## src/logic/e1_alarm_map.vh

```
// What this block does
// frame loss from reset until first sync
// signal loss after 255/2048/192 zeros
// clear signal loss: 32 ones per 255
// remote alarm on three equal bit3 samples
// all-ones: under three zeros per 512
// distant mf alarm after two set multiframes
// v5 link when two of three zero
// identity: device code high, revision low
// frame loss bit while not synchronized
// alarm indication bit during all-ones
// yellow bit only in t1 mode
// frame loss clear event until read
// clear events for los, ais, yellow
// 6312k mode: signal loss from range
// mask gates; conditions interrupt on rise
// output format: bipolar or nrz
// tx sync pin direction bit
// tx sync frame or multiframe pulses
// t1 double-wide tx sync pulse
// frame loss pin function select
// rx sync frame or multiframe pulse
// rx sync double-wide or crc4/cas select
// alternate criteria selects 255 or 2048
// manual resync on rising control bit
// enabled pending bits form one request
`ifndef E1_ALARM_MAP_VH
`define E1_ALARM_MAP_VH

// ----------------------------------------
// register offsets
// ----------------------------------------
`define OFS_PIN_CONFIG_ONE 8'h01
`define OFS_CHIP_IDENTITY 8'h10
`define OFS_ALARM_STATUS 8'h16
`define OFS_ALARM_IRQ_MASK 8'h17
`define OFS_E1_RX_CONTROL 8'h1D

// ----------------------------------------
// reset values
// ----------------------------------------
`define RST_PIN_CONFIG_ONE 8'h00
`define RST_ALARM_IRQ_MASK 8'h00
`define RST_E1_RX_CONTROL 8'h00

// ----------------------------------------
// field positions
// ----------------------------------------
`define BIT_LINE_OUT_FORMAT 0
`define BIT_TX_SYNC_DIR 1
`define BIT_TX_SYNC_MODE_SEL 2
`define BIT_TX_SYNC_DOUBLE 3
`define BIT_FRAME_LOSS_PIN_FUNC 4
`define BIT_RX_SYNC_MODE_A 5
`define BIT_RX_SYNC_MODE_B 6
`define BIT_RESYNC 0
`define BIT_SIGNAL_LOSS_ALT 6

// ----------------------------------------
// thresholds in bit times
// ----------------------------------------
`define LOS_ZEROS_E1 12'h0FF
`define LOS_ZEROS_E1_ALT 12'h800
`define LOS_ZEROS_T1 12'h0C0
`define LOS_CLR_WINDOW 8'hFF
`define LOS_CLR_ONES 6'h20
`define AIS_WINDOW 9'h1FF
`define AIS_ZEROS 2'h3

`endif

```

## src/logic/e1_rx_alarm_status_pin_config.v

```verilog
`timescale 1ns/1ps
`include "e1_alarm_map.vh"

module e1_rx_alarm_status_pin_config #(
   parameter [3:0] DEVICE_CODE = 4'h9, // arbitrary value
   parameter [3:0] DIE_REV = 4'h0
) (
   // clock and reset
   input wire clk_sys_i,
   input wire rst_n_i,
   // register port
   input wire [7:0] addr_i,
   input wire [7:0] wr_data_i,
   input wire wr_stb_i,
   input wire rd_stb_i,
   output reg [7:0] rd_data_o,
   output wire irq_o,
   // modes
   input wire t1_mode_i,
   input wire mode_6312_i,
   // receive stream and framer
   input wire rx_bit_stb_i,
   input wire rx_bit_i,
   input wire sync_found_i,
   input wire resync_crit_i,
   output reg resync_req_o,
   input wire nfas_stb_i,
   input wire nfas_bit3_i,
   input wire mf_ts16_stb_i,
   input wire mf_ts16_bit6_i,
   input wire sa7_stb_i,
   input wire sa7_i,
   input wire yellow_i,
   input wire out_of_range_i,
   input wire tx_clock_loss_i,
   // alarm outputs
   output wire rx_remote_alarm_o,
   output wire rx_distant_mf_alarm_o,
   output wire v5_link_detect_o,
   output reg frame_loss_pin_o,
   // receive sync
   input wire rx_frame_pulse_i,
   input wire rx_mf_pulse_i,
   input wire rx_crc4_mf_pulse_i,
   input wire rx_sig_frame_i,
   output reg rx_sync_pin_o,
   // transmit sync
   input wire tx_frame_pulse_i,
   input wire tx_mf_pulse_i,
   input wire tx_sig_frame_i,
   input wire tx_sync_pin_i,
   output reg tx_sync_pin_o,
   output wire tx_sync_pin_oe_o,
   output wire tx_sync_in_o,
   output wire tx_sync_in_mf_o,
   // line output
   input wire tx_bip_pos_i,
   input wire tx_bip_neg_i,
   input wire tx_nrz_i,
   output reg line_out_pos_o,
   output reg line_out_neg_o
);

   // ----------------------------------------
   // helpers
   // ----------------------------------------
   function [1:0] zeros3;
      input [2:0] v;
      begin
         zeros3 = {1'b0, ~v[0]} + {1'b0, ~v[1]} + {1'b0, ~v[2]};
      end
   endfunction

   // ----------------------------------------
   // registers
   // ----------------------------------------
   reg [7:0] pin_config_one_ff;
   reg [7:0] alarm_irq_mask_ff;
   reg [7:0] e1_rx_control_ff;
   reg resync_bit_ff;
   wire wr_cfg = wr_stb_i && addr_i == `OFS_PIN_CONFIG_ONE;
   wire wr_msk = wr_stb_i && addr_i == `OFS_ALARM_IRQ_MASK;
   wire wr_ctl = wr_stb_i && addr_i == `OFS_E1_RX_CONTROL;
   wire rd_sts = rd_stb_i && addr_i == `OFS_ALARM_STATUS;

   always @(posedge clk_sys_i) begin
      if (!rst_n_i) begin
         pin_config_one_ff <= `RST_PIN_CONFIG_ONE;
         alarm_irq_mask_ff <= `RST_ALARM_IRQ_MASK;
         e1_rx_control_ff <= `RST_E1_RX_CONTROL;
      end else begin
         if (wr_cfg) begin
            pin_config_one_ff <= wr_data_i;
         end
         if (wr_msk) begin
            alarm_irq_mask_ff <= wr_data_i;
         end
         if (wr_ctl) begin
            e1_rx_control_ff <= wr_data_i;
         end
      end
   end

   wire out_nrz = pin_config_one_ff[`BIT_LINE_OUT_FORMAT];
   wire txs_dir = pin_config_one_ff[`BIT_TX_SYNC_DIR];
   wire txs_mode = pin_config_one_ff[`BIT_TX_SYNC_MODE_SEL];
   wire txs_dbl = pin_config_one_ff[`BIT_TX_SYNC_DOUBLE];
   wire lof_func = pin_config_one_ff[`BIT_FRAME_LOSS_PIN_FUNC];
   wire rxs_a = pin_config_one_ff[`BIT_RX_SYNC_MODE_A];
   wire rxs_b = pin_config_one_ff[`BIT_RX_SYNC_MODE_B];
   wire los_alt = e1_rx_control_ff[`BIT_SIGNAL_LOSS_ALT];

   // ----------------------------------------
   // frame loss
   // ----------------------------------------
   reg frame_loss_ff;
   // rising resync bit
   wire manual_resync = e1_rx_control_ff[`BIT_RESYNC] && !resync_bit_ff;

   always @(posedge clk_sys_i) begin
      if (!rst_n_i) begin
         // set at power-up
         frame_loss_ff <= 1'b1;
         resync_bit_ff <= 1'b0;
         resync_req_o <= 1'b0;
      end else begin
         resync_bit_ff <= e1_rx_control_ff[`BIT_RESYNC];
         resync_req_o <= manual_resync;
         // resync sets, sync clears
         if (manual_resync || resync_crit_i) begin
            frame_loss_ff <= 1'b1;
         end else if (sync_found_i) begin
            frame_loss_ff <= 1'b0;
         end
      end
   end

   // ----------------------------------------
   // signal loss
   // ----------------------------------------
   reg [11:0] zero_run_ff;
   reg [7:0] win_ff;
   reg [5:0] ones_ff;
   reg los_ff;
   reg [11:0] los_limit;

   always @* begin
      // mode threshold
      if (t1_mode_i) begin
         los_limit = `LOS_ZEROS_T1;
      // alternate criteria
      end else if (los_alt) begin
         los_limit = `LOS_ZEROS_E1_ALT;
      end else begin
         los_limit = `LOS_ZEROS_E1;
      end
   end

   always @(posedge clk_sys_i) begin
      if (!rst_n_i) begin
         zero_run_ff <= 12'h000;
         win_ff <= 8'h00;
         ones_ff <= 6'h00;
         los_ff <= 1'b0;
      end else if (rx_bit_stb_i) begin
         if (rx_bit_i) begin
            zero_run_ff <= 12'h000;
         end else if (zero_run_ff != 12'hFFF) begin
            zero_run_ff <= zero_run_ff + 12'h001;
         end
         // block window of ones
         if (win_ff == `LOS_CLR_WINDOW - 8'h01) begin
            win_ff <= 8'h00;
            ones_ff <= 6'h00;
         end else begin
            win_ff <= win_ff + 8'h01;
            if (rx_bit_i && ones_ff != `LOS_CLR_ONES) begin
               ones_ff <= ones_ff + 6'h01;
            end
         end
         // zero run reaches limit
         if (!rx_bit_i && zero_run_ff + 12'h001 >= los_limit) begin
            los_ff <= 1'b1;
         // enough ones in window
         end else if (rx_bit_i && ones_ff + 6'h01 >= `LOS_CLR_ONES) begin
            los_ff <= 1'b0;
         end
      end
   end

   // range check in 6312k mode
   wire sig_loss = mode_6312_i ? out_of_range_i : los_ff;

   // ----------------------------------------
   // remote alarm
   // ----------------------------------------
   reg [1:0] ra_run_ff;
   reg ra_last_ff;
   reg ra_ff;

   always @(posedge clk_sys_i) begin
      if (!rst_n_i) begin
         ra_run_ff <= 2'h0;
         ra_last_ff <= 1'b0;
         ra_ff <= 1'b0;
      end else if (nfas_stb_i) begin
         ra_last_ff <= nfas_bit3_i;
         if (nfas_bit3_i != ra_last_ff) begin
            ra_run_ff <= 2'h1;
         end else if (ra_run_ff != 2'h3) begin
            ra_run_ff <= ra_run_ff + 2'h1;
         end
         // third equal sample
         if (nfas_bit3_i == ra_last_ff && ra_run_ff == 2'h2) begin
            ra_ff <= nfas_bit3_i;
         end
      end
   end
   assign rx_remote_alarm_o = ra_ff;

   // ----------------------------------------
   // unframed all-ones
   // ----------------------------------------
   reg [8:0] ais_win_ff;
   reg [1:0] ais_zeros_ff;
   reg ais_ff;

   always @(posedge clk_sys_i) begin
      if (!rst_n_i) begin
         ais_win_ff <= 9'h000;
         ais_zeros_ff <= 2'h0;
         ais_ff <= 1'b0;
      end else if (rx_bit_stb_i) begin
         if (ais_win_ff == `AIS_WINDOW) begin
            ais_win_ff <= 9'h000;
            ais_zeros_ff <= 2'h0;
            // judge two frames; the count saturates, so compare, never add
            ais_ff <= ais_zeros_ff < `AIS_ZEROS - 2'h1
               || (ais_zeros_ff == `AIS_ZEROS - 2'h1 && rx_bit_i);
         end else begin
            ais_win_ff <= ais_win_ff + 9'h001;
            if (!rx_bit_i && ais_zeros_ff != `AIS_ZEROS) begin
               ais_zeros_ff <= ais_zeros_ff + 2'h1;
            end
         end
      end
   end

   // ----------------------------------------
   // distant mf alarm and v5 link
   // ----------------------------------------
   reg dma_prev_ff;
   reg dma_ff;
   reg [2:0] sa7_ff;

   always @(posedge clk_sys_i) begin
      if (!rst_n_i) begin
         dma_prev_ff <= 1'b0;
         dma_ff <= 1'b0;
         sa7_ff <= 3'h7;
      end else begin
         if (mf_ts16_stb_i) begin
            dma_prev_ff <= mf_ts16_bit6_i;
            // two set multiframes
            dma_ff <= mf_ts16_bit6_i && dma_prev_ff;
         end
         if (sa7_stb_i) begin
            sa7_ff <= {sa7_ff[1:0], sa7_i};
         end
      end
   end
   assign rx_distant_mf_alarm_o = dma_ff;
   // two of three zero
   assign v5_link_detect_o = zeros3(sa7_ff) >= 2'h2;

   // ----------------------------------------
   // status and interrupt
   // ----------------------------------------
   // condition bits
   wire [3:0] cond = {t1_mode_i && yellow_i, ais_ff, sig_loss, frame_loss_ff};
   reg [3:0] cond_ff;
   reg [3:0] evt_ff;
   reg [3:0] rise_ff;
   wire [3:0] fall = cond_ff & ~cond;
   wire [3:0] rise = cond & ~cond_ff;

   always @(posedge clk_sys_i) begin
      if (!rst_n_i) begin
         cond_ff <= 4'h1;
         evt_ff <= 4'h0;
         rise_ff <= 4'h0;
      end else begin
         cond_ff <= cond;
         // set wins over read clear
         evt_ff <= fall | (rd_sts ? 4'h0 : evt_ff);
         // edge pending for conditions
         rise_ff <= rise | (rd_sts ? 4'h0 : rise_ff);
      end
   end

   wire [7:0] alarm_status = {evt_ff, cond};
   // mask gate and merge
   assign irq_o = |({evt_ff, rise_ff} & alarm_irq_mask_ff);

   // ----------------------------------------
   // read port
   // ----------------------------------------
   always @(posedge clk_sys_i) begin
      if (!rst_n_i) begin
         rd_data_o <= 8'h00;
      end else if (rd_stb_i) begin
         case (addr_i)
            `OFS_PIN_CONFIG_ONE: begin
               rd_data_o <= pin_config_one_ff;
            end
            // code and revision
            `OFS_CHIP_IDENTITY: begin
               rd_data_o <= {DEVICE_CODE, DIE_REV};
            end
            `OFS_ALARM_STATUS: begin
               rd_data_o <= alarm_status;
            end
            `OFS_ALARM_IRQ_MASK: begin
               rd_data_o <= alarm_irq_mask_ff;
            end
            `OFS_E1_RX_CONTROL: begin
               rd_data_o <= e1_rx_control_ff;
            end
            default: begin
               rd_data_o <= 8'h00;
            end
         endcase
      end else begin
         rd_data_o <= 8'h00;
      end
   end

   // ----------------------------------------
   // pins
   // ----------------------------------------
   reg txs_meta_ff;
   reg txs_sync_ff;
   reg txs_ext_ff;
   reg rxs_ext_ff;
   // R18 6312k mode forces frame pulses
   wire txs_mf = txs_mode && !mode_6312_i;
   wire txs_pulse = txs_mf ? tx_mf_pulse_i : tx_frame_pulse_i;
   // t1 only, output only
   wire txs_wide = t1_mode_i && txs_dbl && txs_dir && tx_sig_frame_i;
   wire rxs_wide = t1_mode_i && !rxs_a && rxs_b && rx_sig_frame_i;
   reg rxs_pulse;

   always @* begin
      // receive sync selection
      if (!rxs_a) begin
         rxs_pulse = rx_frame_pulse_i;
      end else if (!t1_mode_i && rxs_b) begin
         rxs_pulse = rx_crc4_mf_pulse_i;
      end else begin
         rxs_pulse = rx_mf_pulse_i;
      end
   end

   always @(posedge clk_sys_i) begin
      if (!rst_n_i) begin
         txs_meta_ff <= 1'b0;
         txs_sync_ff <= 1'b0;
         txs_ext_ff <= 1'b0;
         rxs_ext_ff <= 1'b0;
         tx_sync_pin_o <= 1'b0;
         rx_sync_pin_o <= 1'b0;
         frame_loss_pin_o <= 1'b1;
         line_out_pos_o <= 1'b0;
         line_out_neg_o <= 1'b0;
      end else begin
         txs_meta_ff <= tx_sync_pin_i;
         txs_sync_ff <= txs_meta_ff;
         // second clock of a wide pulse
         txs_ext_ff <= txs_pulse && txs_wide;
         rxs_ext_ff <= rxs_pulse && rxs_wide;
         // transmit sync drive
         tx_sync_pin_o <= txs_pulse || txs_ext_ff;
         rx_sync_pin_o <= rxs_pulse || rxs_ext_ff;
         // pin function
         frame_loss_pin_o <= lof_func ? tx_clock_loss_i : frame_loss_ff;
         // nrz holds negative low
         line_out_pos_o <= out_nrz ? tx_nrz_i : tx_bip_pos_i;
         line_out_neg_o <= out_nrz ? 1'b0 : tx_bip_neg_i;
      end
   end

   // direction bit
   assign tx_sync_pin_oe_o = txs_dir;
   // input sync is blanked while driving
   assign tx_sync_in_o = txs_sync_ff && !txs_dir;
   assign tx_sync_in_mf_o = txs_mf;

endmodule // e1_rx_alarm_status_pin_config

```

## config.mk

```make
export PLATFORM = sky130hd
export DESIGN_NAME = e1_rx_alarm_status_pin_config
export DESIGN_NICKNAME = d
export VERILOG_FILES = /design/src/logic/e1_rx_alarm_status_pin_config.v
export VERILOG_INCLUDE_DIRS = /design/src /design/src/logic
export SDC_FILE = /design/constraint.sdc
export NUM_CORES = 1
export LEC_CHECK = 0
export ABC_CLOCK_PERIOD_IN_PS = 7630
export CAP_MARGIN = 10
export CORE_MARGIN = 5
export CORE_UTILIZATION = 55
export CTS_BUF_LIST = sky130_fd_sc_hd__clkbuf_8 sky130_fd_sc_hd__clkbuf_16
export CTS_CLUSTER_DIAMETER = 100
export DETAILED_ROUTE_END_ITERATION = 7
export DONT_BUFFER_PORTS = 1
export PLACE_DENSITY = 0.66
export SETUP_SLACK_MARGIN = 0.15
export SKIP_CTS_REPAIR_TIMING = 1
export SLEW_MARGIN = 15
export SYNTH_ARGS = -nofsm -noshare
export SYNTH_HDL_FRONTEND = slang
export SYNTH_SLANG_ARGS = --single-unit
```

## constraint.sdc

```tcl
create_clock -name clk_sys_i -period 7.63 [get_ports clk_sys_i]
set_input_delay 0.3815 -clock clk_sys_i [delete_from_list [all_inputs] [get_ports clk_sys_i]]
set_output_delay 0.3815 -clock clk_sys_i [all_outputs]
set_load 0.02 [all_outputs]
```

---- After elaboration in Yosys (flattened, before gate mapping) ----
Cells that the tools add are included.
Widths: inputs -> output; s select.
storage, ports and cells
  register bits after elaboration ......... 104
  bits of input ports ..................... 46
  output and inout bits ................... 21
  logic and storage cells ................. 143
cells by class
  $add $sub $neg .......................... 8
  order comparisons ....................... 4
  equal/unequal tests ..................... 15
  muxes and demuxes ....................... 23
  bitwise logic cells ..................... 11
  reduce and logical (&&, ||, !) cells .... 50
operator list
  cell                   count
  $mux 12                4
  $pmux 8 s5             1
  $eq 8x5->1 const B     4
  $logic_and 1x1->1      24
  $reduce_and 2->1       8
  $add 12x1->12 const B  1
  $ge 12x12->1           1
  $mux 6                 2
  $ne 12x12->1 const B   1
  $reduce_bool 2->1      5
  $add 9x1->9 const B    1
  $eq 9x9->1 const B     1
  $mux 9                 1
  $add 8x1->8 const B    1
  $and 4x4->4            2
  $and 8x8->8            1
  $eq 8x1->1 const B     1
  $eq 8x8->1 const B     1
  $mux 1                 8
  $mux 2                 4
  $mux 4                 2
  $mux 8                 1
  $not 4->4              2
  $or 4x4->4             2
  other kinds (17)       32

---- Depth between registers and ports, before layout ----
  depth in word-level cells ............... 6
  depth in mapped cells ................... 11

---- Worst setup path after synthesis ----
OpenSTA, ideal clock, no wires.
  path type ............................... reg-to-reg
  start ................................... register zero_run_ff[0]
  end ..................................... register los_ff
  arrival ................................. 2514 ps
  required time ........................... 7510 ps
  setup slack ............................. 4997 ps
  stages on the path, launching flop included .. 10
  path buffers ............................ 0
  cells stage by stage .................... dfxtp_1 > ha_1 > nand3_1 > xnor2_1 > ha_1 > a21oi_1 > nand2_1 > a2111o_1 > or3b_1 > o31a_1
on the way
  word-level cells in the longest chain between the ends .. 5
RTL lines
  element                             line                                 RTL
  start, declared                     e1_rx_alarm_status_pin_config.v:141  reg [11:0] zero_run_ff;
  start signal, assigned              e1_rx_alarm_status_pin_config.v:169  zero_run_ff <= zero_run_ff + 12'h001;
  $add 12x1->12 *                     e1_rx_alarm_status_pin_config.v:182  if (!rx_bit_i && zero_run_ff + 12'h001 >= los_limit) begin
  $ge 12x12->1 *                      e1_rx_alarm_status_pin_config.v:182
  $logic_and 1x1->1 *                 e1_rx_alarm_status_pin_config.v:182
  $reduce_bool 2->1 (no source line)  n/a
  $reduce_and 2->1 (no source line)   n/a
  end signal, assigned                e1_rx_alarm_status_pin_config.v:164  los_ff <= 1'b0;
  end signal, assigned                e1_rx_alarm_status_pin_config.v:183  los_ff <= 1'b1;
  end signal, assigned                e1_rx_alarm_status_pin_config.v:186  los_ff <= 1'b0;
  end, declared                       e1_rx_alarm_status_pin_config.v:144  reg los_ff;
Mark *: on every way between the ends. The rest lies on a longest branch, timed or not.
A chain may end at the register's enable or synchronous reset.

---- Worst setup path in the final report ----
Ends and elaborated chain as after synthesis.

==> out/qor.csv <==
metric,value,unit
first_global_vias,3747,
hpwlAfterDp,7450,um
synth_edf_count,0,
vdd_drop_max,0.0876,mV
netlist_area,4930,um2
fin_crit,2.97,ns
die_h,105,um
htree_num_levels,3,
regArea,2080,um2
rows,34,
critPathKind,flop to flop,
grt_max_degree,81,
synth_area_leader_cell,dfxtp_1,
num_vias,3836,
syn_area_per_cell,8.95,um2
avgViaCountPerCell,5.87,
ys_ff_latch,104,
grt_usage,0.197,
route.detailed.drc,0,
setup_violations,0,
tns,0,ns
nNetsFinal,608,
yosys-top-cells-area,"dfxtp_1 42%, nor2b_1 5.7%, mux2i_1 5.5%",
p_leak,2.06,nW
drive_gt1_frac,0.0403,
cp.arrival,3.22,ns
outcome,finished clean,
power.density,188,nW/um2
rsz0062_at_grt,no,
die-area,11000,um2
startpoint_type,flop,
gp_congestion,0.850,
gr-total-overflow,0,
hold_path_class,primary input to flop,
drv_cap,0,
timing.final.crit_share,0.389,
grt_pass1_wl,18000,um
grt_antenna_before_repair,0,
n_fill_cell,815,
slew_viol_final,0,
utilization,0.595,
required,7.89,ns
seq_area_frac_synth,0.422,
synthCells,551,
skew,0.0147,ns
wire_per_inst,16.2,um
hold_viol,0,
num_antenna_cells,0,
drtPass1Iterations,6,
yosysWarnings,0,
drt_iter0_markers,271,
critPathMaxFanout,8,
ys.flop_type,dfxtp_1,
endpoint_kind,flop,
drtAntennaViolNets,0,
start_util,0.565,
tritoncts,done,
core-area,8720,um2
syn_nets,618,
cts_sinks,104,
async_reset_ff_frac,0,
path_clk_slew,0.10,ns
ios,67,
ys_types,58,
fmax,0.337,GHz
totalWireLength,10600,um
slew-limit-headroom,0.485,
synth.top_cell.area_share,0.422,
cts_max_path_buffers,2,
syn2layout_area_growth,5.23,%
tightest_slew,0.771,ns
port_buffers,0,
multi_input_area,2690,um2
die_w,105,um
cts_buffers,9,
clk_latency,0.37,ns
cts_root_buf,clkbuf_8,
[worst paths after layout]
path	from	to	slack (ns)	depth (start not counted)
max	zero_run_ff[0]	los_ff	4.66	9
min	rx_bit_stb_i	win_ff[1]	0.1	1
max reg2reg	zero_run_ff[0]	los_ff	4.66	9
min reg2reg	resync_bit_ff	resync_req_o	0.40	1
[through the flow]
step	hold slack (ns)	std cells	setup slack (ns)	total power [mW]	instance area, um2
global route	0.0708	654	4.47	1.02	5190
floorplan	0.383	551	5.00	0.621	4930
global placement	0.396	638	4.83	0.621	4970
finish	0.100	654	4.66	0.978	5190
detailed placement	0.396	638	4.71	0.624	4970
CTS	0.0749	654	4.66	0.985	5190
[state kept, by name, summed over array words and instances, names as in the netlist, 2 cells and up]
register           flops
ais_win_ff             9
ais_zeros_ff           2
alarm_irq_mask_ff      8
cond_ff                4
e1_rx_control_ff       8
evt_ff                 4
ones_ff                6
pin_config_one_ff      8
ra_run_ff              2
rd_data_o              8
rise_ff                4
sa7_ff                 3
win_ff                 8
zero_run_ff           12
[worst max-delay path, stage by stage (launching register included)]
cell and delay, ns:
dfxtp_1 0.46, ha_1 0.30, nand3_1 0.30, xnor2_1 0.22, ha_1 0.32, a21oi_1 0.19
nand2_1 0.07, a2111o_1 0.40, or3b_1 0.37, o31a_1 0.23
[synth_stat cells, types with 11 or more instances]
master and number:
dfxtp_1 104, nor2_1 53, nor2b_1 45, nand2_1 41
mux2i_1 27, nand3_1 27, ha_1 21, a22oi_1 18
inv_1 17, a21oi_1 16, clkbuf_1 15, nand4_1 15
xnor2_1 13, and3_1 11, nor3_1 11, xor2_1 11
[cells by family (layout without fill, tap and decap cells)]
family	after synthesis	count (layout)	share of synthesized area
AND/OR/NAND/NOR	239	239	0.254
flip-flops	104	104	0.422
AO/OA/AOI/OAI	97	97	0.139
buffers and inverters	38	33	0.0312
multiplexers	28	28	0.0571
XOR/XNOR	24	24	0.0426
adder cells (fa/ha/maj)	21	21	0.0533
[routing by layer]
metal,share of wire,vias up,GRT usage
met1,0.48,1788,0.269
met4,0.015,0,0.0667
met3,0.066,12,0.0438
met5,0,-,0
met2,0.44,103,0.310
li1,-,1933,-
[where the power goes]
group	internal [mW]	switching, mW
Combinational	0.0231	0.0237
Sequential	0.553	0.0105
Clock	0.183	0.184
[layout make-up]
cell class              instances  share of cell area
multi-input cells             409               0.519
inverters                      17              0.0123
clock buffers                   9              0.0239
clock inverters                 7              0.0171
flip-flops and latches        104               0.401
well taps                     108              0.0260
[cells in the final DEF, fill, tap and decap left out, drive strengths merged, types with 4 or more instances in the layout]
| master | instances |
|---|---|
| nand2 | 41 |
| a21oi | 16 |
| inv | 19 |
| and2 | 9 |
| nor2b | 45 |
| nand2b | 7 |
| and3 | 11 |
| a221oi | 5 |
| o211ai | 4 |
| dfxtp | 104 |
| nand3 | 27 |
| a31oi | 4 |
| ha | 21 |
| nor3 | 12 |
| a21boi | 13 |
| a22oi | 18 |
| xnor2 | 13 |
| mux2i | 27 |
| clkbuf | 9 |
| xor2 | 11 |
| nand4 | 16 |
| a211oi | 4 |
| o21ai | 13 |
| nor2 | 53 |
No activity file was read; power rests on OpenSTA's default activity.
